$ cat src/rtl/skf_cfg.svh
/*
 * constants of the key factory reset engine.
 * assumes inclusion by bare name.
 */
`ifndef SKF_CFG_SVH
`define SKF_CFG_SVH

// apb byte offsets
`define SKF_OFF_CTRL        12'h000
`define SKF_OFF_STATUS      12'h004
`define SKF_OFF_ERR         12'h008
`define SKF_OFF_CMD         12'h00C
`define SKF_OFF_PARAM1      12'h010

// prescale field
`define SKF_CTRL_DIV_LSB    0
`define SKF_CTRL_DIV_MSB    7
`define SKF_CTRL_DIV_RST    8'h1D

// status bits
`define SKF_ST_BUSY         0
`define SKF_ST_BOOT_OK      1
`define SKF_ST_SYSMEM_ERR   2
`define SKF_ST_RESET_LOCK   3
`define SKF_ST_RAND_READY   5

// command codes (arbitrary)
`define SKF_CMD_RANDOM_INIT 32'h0000_000A
`define SKF_CMD_DEBUG_CHAL  32'h0000_0012
`define SKF_CMD_DEBUG_AUTH  32'h0000_0013

// error codes
`define SKF_ERR_SUCCESS     32'h0000_0001
`define SKF_ERR_SEQUENCE    32'h0000_0002
`define SKF_ERR_KEY_WP      32'h0000_0004
`define SKF_ERR_RNG         32'h0000_0008
`define SKF_ERR_AUTH        32'h0000_0010
`define SKF_ERR_UNKNOWN     32'h0000_0020
`define SKF_ERR_RST         32'h0000_0000

// slot attribute bits
`define SKF_ATTR_WP         4
`define SKF_ATTR_BP         3
`define SKF_ATTR_DP         2
`define SKF_ATTR_KU         1
`define SKF_ATTR_WC         0

// debug constant, message lengths in bits
`define SKF_DEBUG_CONST     128'h0103_5348_4500_8000_0000_0000_0000_00B0
`define SKF_AUTH_MSG_BITS   9'h0F8
`define SKF_BOOT_MSG_BITS   9'h010

// ticks to random ready
`define SKF_RNG_INIT_TICKS  8'h10
`define SKF_RNG_SEED        128'h6A09_E667_BB67_AE85_3C6E_F372_A54F_F53A

`define SKF_WORDS_PER_BLOCK 3'h4
`define SKF_WORD_STEP       32'h0000_0004

`endif

$ cat src/rtl/skf_pkg.sv
/*
 * types of the key factory reset engine.
 * assumes skf_cfg.svh for constants.
 */
package skf_pkg;

    typedef enum logic [5:0] {
        SKF_IDLE     = 6'b00_0001,
        SKF_RNG_WAIT = 6'b00_0010,
        SKF_CHAL_WR  = 6'b00_0100,
        SKF_AUTH_RD  = 6'b00_1000,
        SKF_AUTH_MAC = 6'b01_0000,
        SKF_BOOT_IMAGE_TAG = 6'b10_0000
    } skf_state_type;

    typedef struct packed {
        logic        req;
        logic        we;
        logic [31:0] addr;
        logic [31:0] wdata;
    } skf_mem_req_type;

    typedef struct packed {
        logic         valid;
        logic         boot_key;
        logic [127:0] derive_const;
        logic [8:0]   len_bits;
        logic [247:0] msg;
    } skf_mac_req_type;

    typedef struct packed {
        logic         done;
        logic [127:0] tag;
    } skf_mac_rsp_type;

endpackage

$ cat src/rtl/skf_random_source.sv
/*
 * true random source: prescaled entropy sampling into a 128-bit pool.
 * assumes software keeps the sampling rate in range.
 */
`timescale 1ns/1ps
`include "skf_cfg.svh"

module skf_random_source #(
    parameter int unsigned DIV_W = 8
) (
    input  wire logic               pclk,
    input  wire logic               presetn,
    input  wire logic [DIV_W-1:0]   prescale,
    input  wire logic               init_start,
    input  wire logic               entropy_bit,
    output logic                    ready,
    output logic [127:0]            rand_value
);

    logic [DIV_W-1:0] div_cnt_q;
    logic             tick;
    logic [7:0]       init_cnt_q;
    logic             ready_q;
    logic             armed_q;
    logic [127:0]     pool_q;

    assign tick = (div_cnt_q == prescale);

    // divided clock as an enable
    always_ff @(posedge pclk or negedge presetn) begin
        if (!presetn) begin
            div_cnt_q <= '0;
        end else if (tick || init_start) begin
            div_cnt_q <= '0;
        end else begin
            div_cnt_q <= div_cnt_q + 1'b1;
        end
    end

    always_ff @(posedge pclk or negedge presetn) begin
        if (!presetn) begin
            init_cnt_q <= 8'h00;
            ready_q    <= 1'b0;
            armed_q    <= 1'b0;
        end else if (init_start) begin
            init_cnt_q <= 8'h00;
            ready_q    <= 1'b0;
            armed_q    <= 1'b1;
        end else if (tick && armed_q && !ready_q) begin
            init_cnt_q <= init_cnt_q + 8'h01;
            ready_q    <= (init_cnt_q == (`SKF_RNG_INIT_TICKS - 8'h01));
        end
    end

    // lfsr keeps mixing, so challenges differ without entropy
    always_ff @(posedge pclk or negedge presetn) begin
        if (!presetn) begin
            pool_q <= `SKF_RNG_SEED;
        end else if (tick) begin
            pool_q <= {pool_q[126:0],
                       pool_q[127] ^ pool_q[125] ^ pool_q[100] ^ pool_q[98] ^ entropy_bit};
        end
    end

    assign ready      = ready_q;
    assign rand_value = pool_q;

endmodule

$ cat src/rtl/skf_engine.sv
/*
 * key factory reset engine: apb registers, command
 * sequencer, slot attributes, boot tag generation.
 * assumes an external kdf and cmac engine and a
 * word memory port that acks each request with
 * a one-cycle pulse, after any wait cycles.
 */
// The implementer's own choices: the APB slave port and the register addresses.
// Functional notes
// (RL1) factory reset needs no write protected slot.
// (RL2) challenge then authorization erases all user slots.
// (RL3) software inits the random source before a challenge.
// (RL4) software keeps the random clock in 500 kHz to 2 MHz.
// (RL5) status bit 0x20 flags the random source ready.
// (RL6) a challenge writes 128 random bits at pointer one.
// (RL7) the unlock key is the kdf of master key and debug constant.
// (RL8) authorization is a cmac over challenge and 120-bit id.
// (RL9) software sets pointer one then writes the command.
// (RL10) a match reports the success code, else a failure code.
// (RL11) software waits for busy clear between commands.
// (RL12) a fresh part stores the boot tag, then sets boot ok.
// (RL13) no valid reset halfword flags a system memory error.
// (RL14) each slot holds five attribute bits.
// (RL15) a write protected slot is never changed or erased.
// (RL16) busy holds from command write until results are valid.
`timescale 1ns/1ps
`include "skf_cfg.svh"

module skf_engine #(
    parameter int unsigned SLOTS = 12,
    parameter int unsigned DIV_W = 8
) (
    input  wire logic                     pclk,
    input  wire logic                     presetn,
    input  wire logic                     psel,
    input  wire logic                     penable,
    input  wire logic                     pwrite,
    input  wire logic [11:0]              paddr,
    input  wire logic [31:0]              pwdata,
    output logic [31:0]                   prdata,
    output logic                          pready,
    output logic                          pslverr,
    output skf_pkg::skf_mem_req_type      mem_req,
    input  wire logic                     mem_ack,
    input  wire logic [31:0]              mem_rdata,
    output skf_pkg::skf_mac_req_type      mac_req,
    input  wire skf_pkg::skf_mac_rsp_type mac_rsp,
    input  wire logic [119:0]             unique_part_id,
    input  wire logic                     entropy_bit,
    input  wire logic                     boot_start,
    input  wire logic                     reset_config_valid,
    input  wire logic [15:0]              reset_config_halfword,
    input  wire logic                     prov_we,
    input  wire logic [3:0]               prov_slot,
    input  wire logic [4:0]               prov_attr,
    output logic [127:0]                  boot_image_tag,
    output logic [SLOTS-1:0]              slot_valid
);

    skf_pkg::skf_state_type   state_q;
    skf_pkg::skf_mem_req_type mem_q;
    skf_pkg::skf_mac_req_type mac_q;

    logic [DIV_W-1:0] prescale_q;
    logic [31:0]      param_one_q;
    logic [31:0]      err_q;
    logic             busy_q;
    logic             boot_ok_q;
    logic             sysmem_err_q;
    logic             chal_valid_q;
    logic [127:0]     chal_q;
    logic [127:0]     auth_q;
    logic [127:0]     boot_tag_q;
    logic [2:0]       word_q;
    logic [4:0]       attr_q [SLOTS];
    logic [SLOTS-1:0] valid_q;
    logic             rng_init;
    logic             rng_ready;
    logic [127:0]     rng_value;
    logic             any_wp;
    logic             bus_wr;
    logic             cmd_go;
    logic             last_word;
    logic [31:0]      word_addr;

    function automatic logic [31:0] block_word(input logic [127:0] blk, input logic [2:0] idx);
        logic [31:0] w;
        w = 32'h0000_0000;
        case (idx[1:0])
            2'h0:    w = blk[127:96];
            2'h1:    w = blk[95:64];
            2'h2:    w = blk[63:32];
            default: w = blk[31:0];
        endcase
        return w;
    endfunction

    function automatic logic hit(input logic [11:0] addr, input logic [11:0] off);
        return addr == off;
    endfunction

    // any locked slot blocks factory reset
    always_comb begin
        any_wp = 1'b0;
        for (int i = 0; i < SLOTS; i++) begin
            any_wp = any_wp | (valid_q[i] & attr_q[i][`SKF_ATTR_WP]); // [RL1] [RL15]
        end
    end

    // apb: zero wait states
    assign pready  = 1'b1;
    assign bus_wr  = psel && penable && pwrite;
    assign cmd_go  = bus_wr && hit(paddr, `SKF_OFF_CMD) && !busy_q;
    assign pslverr = psel && penable && !(hit(paddr, `SKF_OFF_CTRL) || hit(paddr, `SKF_OFF_STATUS)
                     || hit(paddr, `SKF_OFF_ERR) || hit(paddr, `SKF_OFF_CMD)
                     || hit(paddr, `SKF_OFF_PARAM1));

    always_comb begin
        prdata = 32'h0000_0000;
        if (psel && !pwrite) begin
            case (paddr)
                `SKF_OFF_CTRL:   prdata[`SKF_CTRL_DIV_MSB:`SKF_CTRL_DIV_LSB] = prescale_q;
                `SKF_OFF_STATUS: begin
                    prdata[`SKF_ST_BUSY]       = busy_q;      // [RL16]
                    prdata[`SKF_ST_BOOT_OK]    = boot_ok_q;   // [RL12]
                    prdata[`SKF_ST_SYSMEM_ERR] = sysmem_err_q; // [RL13]
                    prdata[`SKF_ST_RESET_LOCK] = any_wp;
                    prdata[`SKF_ST_RAND_READY] = rng_ready;   // [RL5]
                end
                `SKF_OFF_ERR:    prdata = err_q;
                `SKF_OFF_PARAM1: prdata = param_one_q;
                default:         prdata = 32'h0000_0000;
            endcase
        end
    end

    // prescale and pointer frozen while busy
    always_ff @(posedge pclk or negedge presetn) begin
        if (!presetn) begin
            prescale_q  <= `SKF_CTRL_DIV_RST;
            param_one_q <= 32'h0000_0000;
        end else if (bus_wr && !busy_q) begin
            if (hit(paddr, `SKF_OFF_CTRL)) begin
                prescale_q <= pwdata[`SKF_CTRL_DIV_MSB:`SKF_CTRL_DIV_LSB];
            end
            if (hit(paddr, `SKF_OFF_PARAM1)) begin
                param_one_q <= pwdata;
            end
        end
    end

    assign rng_init  = cmd_go && (pwdata == `SKF_CMD_RANDOM_INIT);
    assign last_word = (word_q == (`SKF_WORDS_PER_BLOCK - 3'h1));
    assign word_addr = param_one_q + ({29'h0000_0000, word_q} * `SKF_WORD_STEP);

    skf_random_source #(
        .DIV_W (DIV_W)
    ) u_random (
        .pclk        (pclk),
        .presetn     (presetn),
        .prescale    (prescale_q),
        .init_start  (rng_init),
        .entropy_bit (entropy_bit),
        .ready       (rng_ready),
        .rand_value  (rng_value)
    );

    // command sequencer
    always_ff @(posedge pclk or negedge presetn) begin
        if (!presetn) begin
            state_q      <= skf_pkg::SKF_IDLE;
            busy_q       <= 1'b0;
            err_q        <= `SKF_ERR_RST;
            chal_valid_q <= 1'b0;
            chal_q       <= '0;
            auth_q       <= '0;
            word_q       <= 3'h0;
            mem_q        <= '0;
            mac_q        <= '0;
            boot_ok_q    <= 1'b0;
            sysmem_err_q <= 1'b0;
            boot_tag_q   <= '0;
        end else begin
            case (state_q)
                skf_pkg::SKF_IDLE: begin
                    if (cmd_go) begin
                        busy_q <= 1'b1; // [RL16]
                        word_q <= 3'h0;
                        case (pwdata)
                            `SKF_CMD_RANDOM_INIT: begin
                                state_q <= skf_pkg::SKF_RNG_WAIT;
                            end
                            `SKF_CMD_DEBUG_CHAL: begin
                                if (!rng_ready) begin
                                    err_q  <= `SKF_ERR_RNG; // [RL3]
                                    busy_q <= 1'b0;
                                end else begin
                                    chal_q       <= rng_value;
                                    chal_valid_q <= 1'b0;
                                    state_q      <= skf_pkg::SKF_CHAL_WR;
                                end
                            end
                            `SKF_CMD_DEBUG_AUTH: begin
                                if (any_wp) begin
                                    err_q  <= `SKF_ERR_KEY_WP; // [RL1]
                                    busy_q <= 1'b0;
                                end else if (!chal_valid_q) begin
                                    err_q  <= `SKF_ERR_SEQUENCE; // [RL2]
                                    busy_q <= 1'b0;
                                end else begin
                                    state_q <= skf_pkg::SKF_AUTH_RD; // [RL9]
                                end
                            end
                            default: begin
                                err_q  <= `SKF_ERR_UNKNOWN;
                                busy_q <= 1'b0;
                            end
                        endcase
                    end else if (boot_start && valid_q == '0) begin
                        if (!reset_config_valid) begin
                            sysmem_err_q <= 1'b1; // [RL13]
                        end else begin
                            busy_q             <= 1'b1;
                            mac_q.valid        <= 1'b1; // [RL12]
                            mac_q.boot_key     <= 1'b1;
                            mac_q.derive_const <= '0;
                            mac_q.len_bits     <= `SKF_BOOT_MSG_BITS;
                            mac_q.msg          <= {reset_config_halfword, 232'h0};
                            state_q            <= skf_pkg::SKF_BOOT_IMAGE_TAG;
                        end
                    end
                end
                skf_pkg::SKF_RNG_WAIT: begin
                    if (rng_ready) begin
                        err_q   <= `SKF_ERR_SUCCESS; // [RL5]
                        busy_q  <= 1'b0;
                        state_q <= skf_pkg::SKF_IDLE;
                    end
                end
                skf_pkg::SKF_CHAL_WR: begin
                    // one word per ack, top word first
                    mem_q.req   <= !(mem_ack && last_word);
                    mem_q.we    <= 1'b1;
                    mem_q.addr  <= word_addr; // [RL6]
                    mem_q.wdata <= block_word(chal_q, word_q);
                    if (mem_q.req && mem_ack) begin
                        word_q <= word_q + 3'h1;
                        mem_q.addr  <= word_addr + `SKF_WORD_STEP;
                        mem_q.wdata <= block_word(chal_q, word_q + 3'h1);
                        if (last_word) begin
                            chal_valid_q <= 1'b1;
                            err_q        <= `SKF_ERR_SUCCESS;
                            busy_q       <= 1'b0;
                            state_q      <= skf_pkg::SKF_IDLE;
                        end
                    end
                end
                skf_pkg::SKF_AUTH_RD: begin
                    mem_q.req   <= !(mem_ack && last_word);
                    mem_q.we    <= 1'b0;
                    mem_q.addr  <= word_addr;
                    mem_q.wdata <= 32'h0000_0000;
                    if (mem_q.req && mem_ack) begin
                        word_q     <= word_q + 3'h1;
                        mem_q.addr <= word_addr + `SKF_WORD_STEP;
                        auth_q     <= {auth_q[95:0], mem_rdata};
                        if (last_word) begin
                            mac_q.valid        <= 1'b1;
                            mac_q.boot_key     <= 1'b0;
                            mac_q.derive_const <= `SKF_DEBUG_CONST; // [RL7]
                            mac_q.len_bits     <= `SKF_AUTH_MSG_BITS; // [RL8]
                            mac_q.msg          <= {chal_q, unique_part_id}; // [RL8]
                            state_q            <= skf_pkg::SKF_AUTH_MAC;
                        end
                    end
                end
                skf_pkg::SKF_AUTH_MAC: begin
                    if (mac_rsp.done) begin
                        mac_q.valid  <= 1'b0;
                        chal_valid_q <= 1'b0;
                        err_q        <= (mac_rsp.tag == auth_q && !any_wp) ?
                                        `SKF_ERR_SUCCESS : `SKF_ERR_AUTH; // [RL10]
                        busy_q       <= 1'b0;
                        state_q      <= skf_pkg::SKF_IDLE;
                    end
                end
                skf_pkg::SKF_BOOT_IMAGE_TAG: begin
                    if (mac_rsp.done) begin
                        mac_q.valid <= 1'b0;
                        boot_tag_q  <= mac_rsp.tag; // [RL12]
                        boot_ok_q   <= 1'b1;
                        busy_q      <= 1'b0;
                        state_q     <= skf_pkg::SKF_IDLE;
                    end
                end
                default: begin
                    state_q <= skf_pkg::SKF_IDLE;
                    busy_q  <= 1'b0;
                end
            endcase
        end
    end

    // slot 0 boot tag, other slots provisioned
    always_ff @(posedge pclk or negedge presetn) begin
        if (!presetn) begin
            valid_q <= '0;
            for (int i = 0; i < SLOTS; i++) begin
                attr_q[i] <= 5'h00;
            end
        end else if (state_q == skf_pkg::SKF_AUTH_MAC && mac_rsp.done
                     && mac_rsp.tag == auth_q && !any_wp) begin
            valid_q <= '0; // [RL2]
            for (int i = 0; i < SLOTS; i++) begin
                attr_q[i] <= 5'h00;
            end
        end else if (state_q == skf_pkg::SKF_BOOT_IMAGE_TAG && mac_rsp.done) begin
            valid_q[0] <= 1'b1;
        end else if (prov_we && 32'(prov_slot) < SLOTS) begin
            if (!(valid_q[prov_slot] && attr_q[prov_slot][`SKF_ATTR_WP])) begin
                valid_q[prov_slot] <= 1'b1; // [RL15]
                attr_q[prov_slot]  <= prov_attr; // [RL14]
            end
        end
    end

    assign mem_req        = mem_q;
    assign mac_req        = mac_q;
    assign boot_image_tag = boot_tag_q;
    assign slot_valid     = valid_q;

endmodule

$ cat config.mk
export PLATFORM = sky130hd
export DESIGN_NAME = skf_engine
export DESIGN_NICKNAME = d
export VERILOG_FILES = /design/src/rtl/skf_pkg.sv /design/src/rtl/skf_random_source.sv /design/src/rtl/skf_engine.sv
export VERILOG_INCLUDE_DIRS = /design/src /design/src/rtl
export SDC_FILE = /design/constraint.sdc
export NUM_CORES = 2
export LEC_CHECK = 0
export BUFFER_PORTS_ARGS = -buffer_cell sky130_fd_sc_hd__buf_2
export CAP_MARGIN = 20
export CORE_AREA = 2 2 387 389
export CTS_CLUSTER_DIAMETER = 50
export DETAILED_ROUTE_END_ITERATION = 8
export DIE_AREA = 0 0 389 391
export GPL_TIMING_DRIVEN = 0
export PLACE_DENSITY = 0.55
export SLEW_MARGIN = 20
export SYNTH_ARGS = -nofsm -noshare
export SYNTH_HDL_FRONTEND = slang
export SYNTH_SLANG_ARGS = --single-unit
$ cat constraint.sdc
create_clock -name pclk -period 3.3 [get_ports pclk]
set_input_delay 0.66 -clock pclk [delete_from_list [all_inputs] [get_ports pclk]]
set_output_delay 0.66 -clock pclk [all_outputs]
set_load 0.03 [all_outputs]
# == After elaboration in Yosys (flattened, before gate mapping) ==
# Cells that the tools add are included.
# classes
magnitude_cmp,5
eq_ne,47
n_addsub,5
n_bitwise,32
muxes,87
reduce_logical,63
# ops
cell,n
387-bit two-way mux,5
386-bit case mux with 2 select lines,1
32-bit two-way mux,10
32-bit case mux with 3 select lines,3
60-bit two-way mux,4
66-bit case mux with 2 select lines,1
128-bit equality test,1
32-bit case mux with 4 select lines,1
6-bit two-way mux,12
"32-bit by 5-bit equality test with 1-bit output, second input constant",2
64-bit two-way mux,1
60-bit bitwise mux,1
24-bit case mux with 2 select lines,1
12-bit two-way mux,3
"32-bit by 3-bit adder with 32-bit output, second input constant",1
32-bit by 5-bit adder with 32-bit output,1
"32-bit by 4-bit equality test with 1-bit output, second input constant",1
6-bit case mux with 5 select lines,1
"12-bit by 4-bit equality test with 1-bit output, second input constant",2
12-bit zero test,2
8-bit two-way mux,3
"2-bit != test, second input constant",12
1-bit logical AND,22
7-bit AND reduction,3
other kinds (59),145
# totals
output_inout_bits,627
register_bits,1140
inputBits,360
elab_cells,279

# == Depth between registers and ports, before layout ==
# logic_depth
depth_word,17
ltp_mapped,13
depth_no_buf,12

# == Cells and area by module ==
# A second synthesis with hierarchy kept.
# unflattened
hier_cells,3135
hier_area_um2,41283.3
# by_module_without_submodules
module,area_per_inst_um2,n_inst,cells_per_inst,seq_area_each_um2
skf_engine,35200.0,1,2763,19650.1
skf_random_source,6083.3,1,372,3744.8

# == Least setup slack after synthesis ==
# Ideal clock, no wire load.
# synth_timing
path_type,input to output
from,input paddr[7]
to,output prdata[13]
arrival_time_ps,2593
slack_ps,47
path_stages,5
path_cell_list,nor4_1 > nand3_1 > nor4b_2 > inv_1 > nor3_1
# synth_between
elab_chain_len,3
elab_cells_between_ends,4
# synth_rtl
item,line,rtl
start: declaration,skf_engine.sv:38,"input wire logic [11:0] paddr,"
12-bit by 5-bit equality test with 1-bit output or 12-bit by 4-bit equality test with 1-bit output (tied branches),skf_engine.sv:121,case (paddr)
24-bit case mux with 2 select lines *,skf_engine.sv:121,
32-bit two-way mux *,skf_engine.sv:120,if (psel && !pwrite) begin
end: declaration,skf_engine.sv:40,"output logic [31:0] prdata,"
# Mark *: on every way between the ends. The rest lies on a longest branch, timed or not.

# == Worst setup path in the final report ==
# layout_timing
from,"register valid_q[1], in the netlist slot_valid[1]"
to,output prdata[3]
# layout_between
elab_chain_len,14
# layout_rtl
item,line,rtl
start: declaration,skf_engine.sv:76,logic [SLOTS-1:0] valid_q;
start signal: assignment,skf_engine.sv:307,valid_q <= '0;
start signal: assignment,skf_engine.sv:313,valid_q <= '0;
start signal: indexed assignment,skf_engine.sv:321,valid_q[prov_slot] <= 1'b1;
1-bit AND,skf_engine.sv:106,any_wp = any_wp | (valid_q[i] & attr_q[i][`SKF_ATTR_WP]);
1-bit bitwise OR (11 in series),skf_engine.sv:106,
4-bit case mux with 4 select lines,skf_engine.sv:121,
32-bit two-way mux,skf_engine.sv:120,
# No other way between the ends.

==> qor.txt <==
Mapped Cells: 3,419
CTS max path bufs: 3
Post-synthesis adder-cell area fraction: 0.00498
Sequential cell area fraction in the yosys report: 0.574
Synth warn: 0
Routed vias/inst: 4.84
CP cell instances: nand2_1, nand4_1, nor3_4, a21oi_1, a222oi_1, nor2_1, buf_4
Setup-failing EPs final: 2
GP Congestion: 0.954
Reg power frac: 0.392
Slew @ Worst Pin: 1120 ps
Worst endpoint data arrival time: 2910 ps
Crit-path slowest cell: a222oi_1
Comb pwr share: 0.225
Area of the core: 0.149 mm²
Min Tclk post-route: 3570 ps
Drt drc: 0
Sw Ratio: 0.345
Peak supply drop: 0.549 mV
FFs w/ async S/R, synth: 1.00
Final core occ: 0.357
Die width: 389 µm
GRT Total Usage: 0.223
Post-synth EDFFs: 0
Critical path startpoint: slot_valid[1]
Area growth, synth to finish: 30.1%
Placement-stage worst setup slack: -1900 ps
Simple-gate share of the synthesized area: 0.0992
R2R Path End: mem_req[62]
Design area: 0.0530 mm²
WL per Instance: 26.3 µm
CP required: 2640 ps
Slew Viols, Final: 0
Final Cycle Share: 1.08
Via Count: 32,100
First-pass iteration count of the detailed router: 9
Switching power: 0.0120 W
HP Class: input pin to register
Antenna violations before repair: 57
GRT overflow: 0
Initial Util: 0.274
Post-Syn Area per Cell: 11.9 µm²
Die Footprint: 0.152 mm²
Outcome: complete, but fails checks
Layout cells sized above 1: 0.405
Synth cell types: 85
Clk root buf: clkbuf_16
MaxCap Viol Count: 0
Reg clk slew, reported paths: 60 ps
DRT iter0 DRCs: 2,659
H-tree depth: 3
Vias in the first global route: 31,700
Worst-path fanout max: 2
Final ANT Viol Nets: 0
Synth Area in Compound Gates: 0.110
Slew Limit Headroom: 0.255
CP Capture Point: prdata[3]
RSZ-0062 raised after global routing: true
Syn Std Cell Area: 0.0407 mm²
HPWL after detailed placement: 140,000 µm
Setup Skew: 72.5 ps
TritonCTS Buffers: 120
PD cells: 654 mW/mm²
Main synth FF type: dfrtp_1
Yosys reg bits: 931
Largest net degree at the start of global routing: 131
Critical Path Source Type: register
Largest family of logic cells by synthesized area: multiplexers
Hold slack: 102 ps
Multiplexer share of the synthesized area: 0.121
Leakage power: 26.3 nW
DIE HEIGHT: 391 µm
Clock network fraction of total power: 0.383
Slack of the critical path: -271 ps
# clock sinks: 931
Final hold violations: 0
Rows: 142
Total chip power: 0.0347 W
R2R depth: 13
Clock Latency Late Sink: 790 ps
Final nets: 4,928
TritonCTS clock tree: done
Port Buffers: 861
Critical Path Max Stage Delay: 660 ps
DP Area: 0.0482 mm²
Reg2reg start: param_one_q[2]
R2r setup slk: 110 ps
Failing checks: negative setup slack
Internal power: 0.0227 W
Crit Path Class: register to output port
Drt total wl: 174,000 µm
IO Pins: 987
Post-synthesis xor/xnor area fraction: 0.0397
First-pass GRT wire length: 243,000 µm
Critical Path End Type: output port
Fmax: 280 MHz
power by group through the flow:
stage | Sequential, W | Clock (W) | Combinational (W)
6_report | 0.0136 | 0.0133 | 0.00781
5_1_grt | 0.0137 | 0.0140 | 0.00837
4_1_cts | 0.0136 | 0.0135 | 0.00785
3_5_place_dp | 0.0137 | 0 | 0.00773
3_3_place_gp | 0.0137 | 0 | 0.00759
2_1_floorplan | 0.0152 | 0 | 0.00297
registers in the layout, summed over array words and instances (netlist names), 12 cells and up:
signal	count
mac_req	252
auth_q	128
boot_image_tag	128
chal_q	128
u_random.rand_value	128
mem_req	66
param_one_q	32
attr_q	12
slot_valid	12
cell usage after synthesis (5+ instances only):
cell type  number  share of area
o21ai_0        71         0.0087
dfstp_2        78          0.050
mux2_2        424           0.12
nand2_1       489          0.045
buf_2          12         0.0015
nand3_1        65         0.0080
and3_1          8         0.0012
clkbuf_1      169          0.016
nor3_1         22         0.0027
buf_1          23         0.0021
dfrtp_1       853           0.52
buf_4         140          0.026
a22o_1        233          0.050
ha_1           13         0.0040
inv_1          33         0.0030
nor4_1         24         0.0037
o22ai_1        54         0.0083
or3_1           6        0.00092
nor2_1        124          0.011
a222oi_1       70          0.017
xnor2_1       147          0.032
mux2i_1        13         0.0032
nand3b_1        5        0.00092
or2_2           6        0.00092
xor2_1         31         0.0067
a31oi_1         7         0.0011
a22oi_1         5        0.00092
nand2b_1       12         0.0018
nand4_1        42         0.0064
a21oi_1        93          0.011
nor2b_1        12         0.0018
and2_1         30         0.0046
nor4_2          5         0.0015
logic make-up after synthesis:
family          after synthesis
flops                       931
simple gates                883
compound gates              584
mux                         439
buf+inv                     383
xor+xnor                    181
fa+ha+maj                    16
other cells                   2
layout make-up:
type | count | area [µm²]
fill | 14900 | 95500
clock buffer | 159 | 3320
timing repair buffer | 902 | 4800
antenna | 31 | 77.6
buffer | 346 | 1980
tap | 1944 | 2430
sequential | 931 | 23400
inverter | 33 | 128
clock inverter | 65 | 773
multi-input combinational | 2220 | 16100
routing by layer:
metal / GRT usage / share of wire / vias to the layer above
met1: 0.269 / 0.40 / 16100
met3: 0.0656 / 0.082 / 307
met4: 0.102 / 0.048 / 8
li1: - / - / 14300
met5: 0 / 0.00029 / -
met2: 0.366 / 0.47 / 1366
worst max-delay path, delay by kind of cell (launching register included):
kind                   cells  cell delay, ps
flip-flops                 1             390
AND/OR/NAND/NOR            4             780
buffers and inverters      1             200
AO/OA/AOI/OAI              2             770
how the worst min path moves through the flow:
stage | from | to | cells after the start
after floorplan | presetn | attr_q[14] | 0
after global placement | mac_req[252] | mac_req[252] | 1
after detailed placement | mem_req[33] | mem_req[33] | 2
after CTS | mac_rsp[105] | boot_image_tag[105] | 3
after global routing | mem_rdata[9] | auth_q[9] | 2
final | mac_rsp[105] | boot_image_tag[105] | 3
cell usage in the layout, fill, tap and decap left out, types with 78 or more instances in the layout:
master     instances
buf_2            872
dfrtp_1          849
nand2_1          488
mux2_2           424
a22o_1           233
buf_4            171
clkbuf_1         150
xnor2_1          142
nor2_1           120
clkbuf_16        120
conb_1           117
a21oi_1           90
dfstp_2           78
repair_timing:
item	CTS	global route
cloned	0	0
buffers inserted	24	7
pin swaps	15	11
hold endpoints to repair	105	0
resized for setup	80	45
hold buffers	1	0
endpoints found under the setup margin	505	278
per-stage QoR:
stage               setup TNS, ps  instances
finish                       -309       6631
global route                 -409       6621
CTS                          -228       6593
detailed placement        -414790       6348
global placement                -       6339
floorplan                       0       3534
No activity file was read; power rests on OpenSTA's default activity.
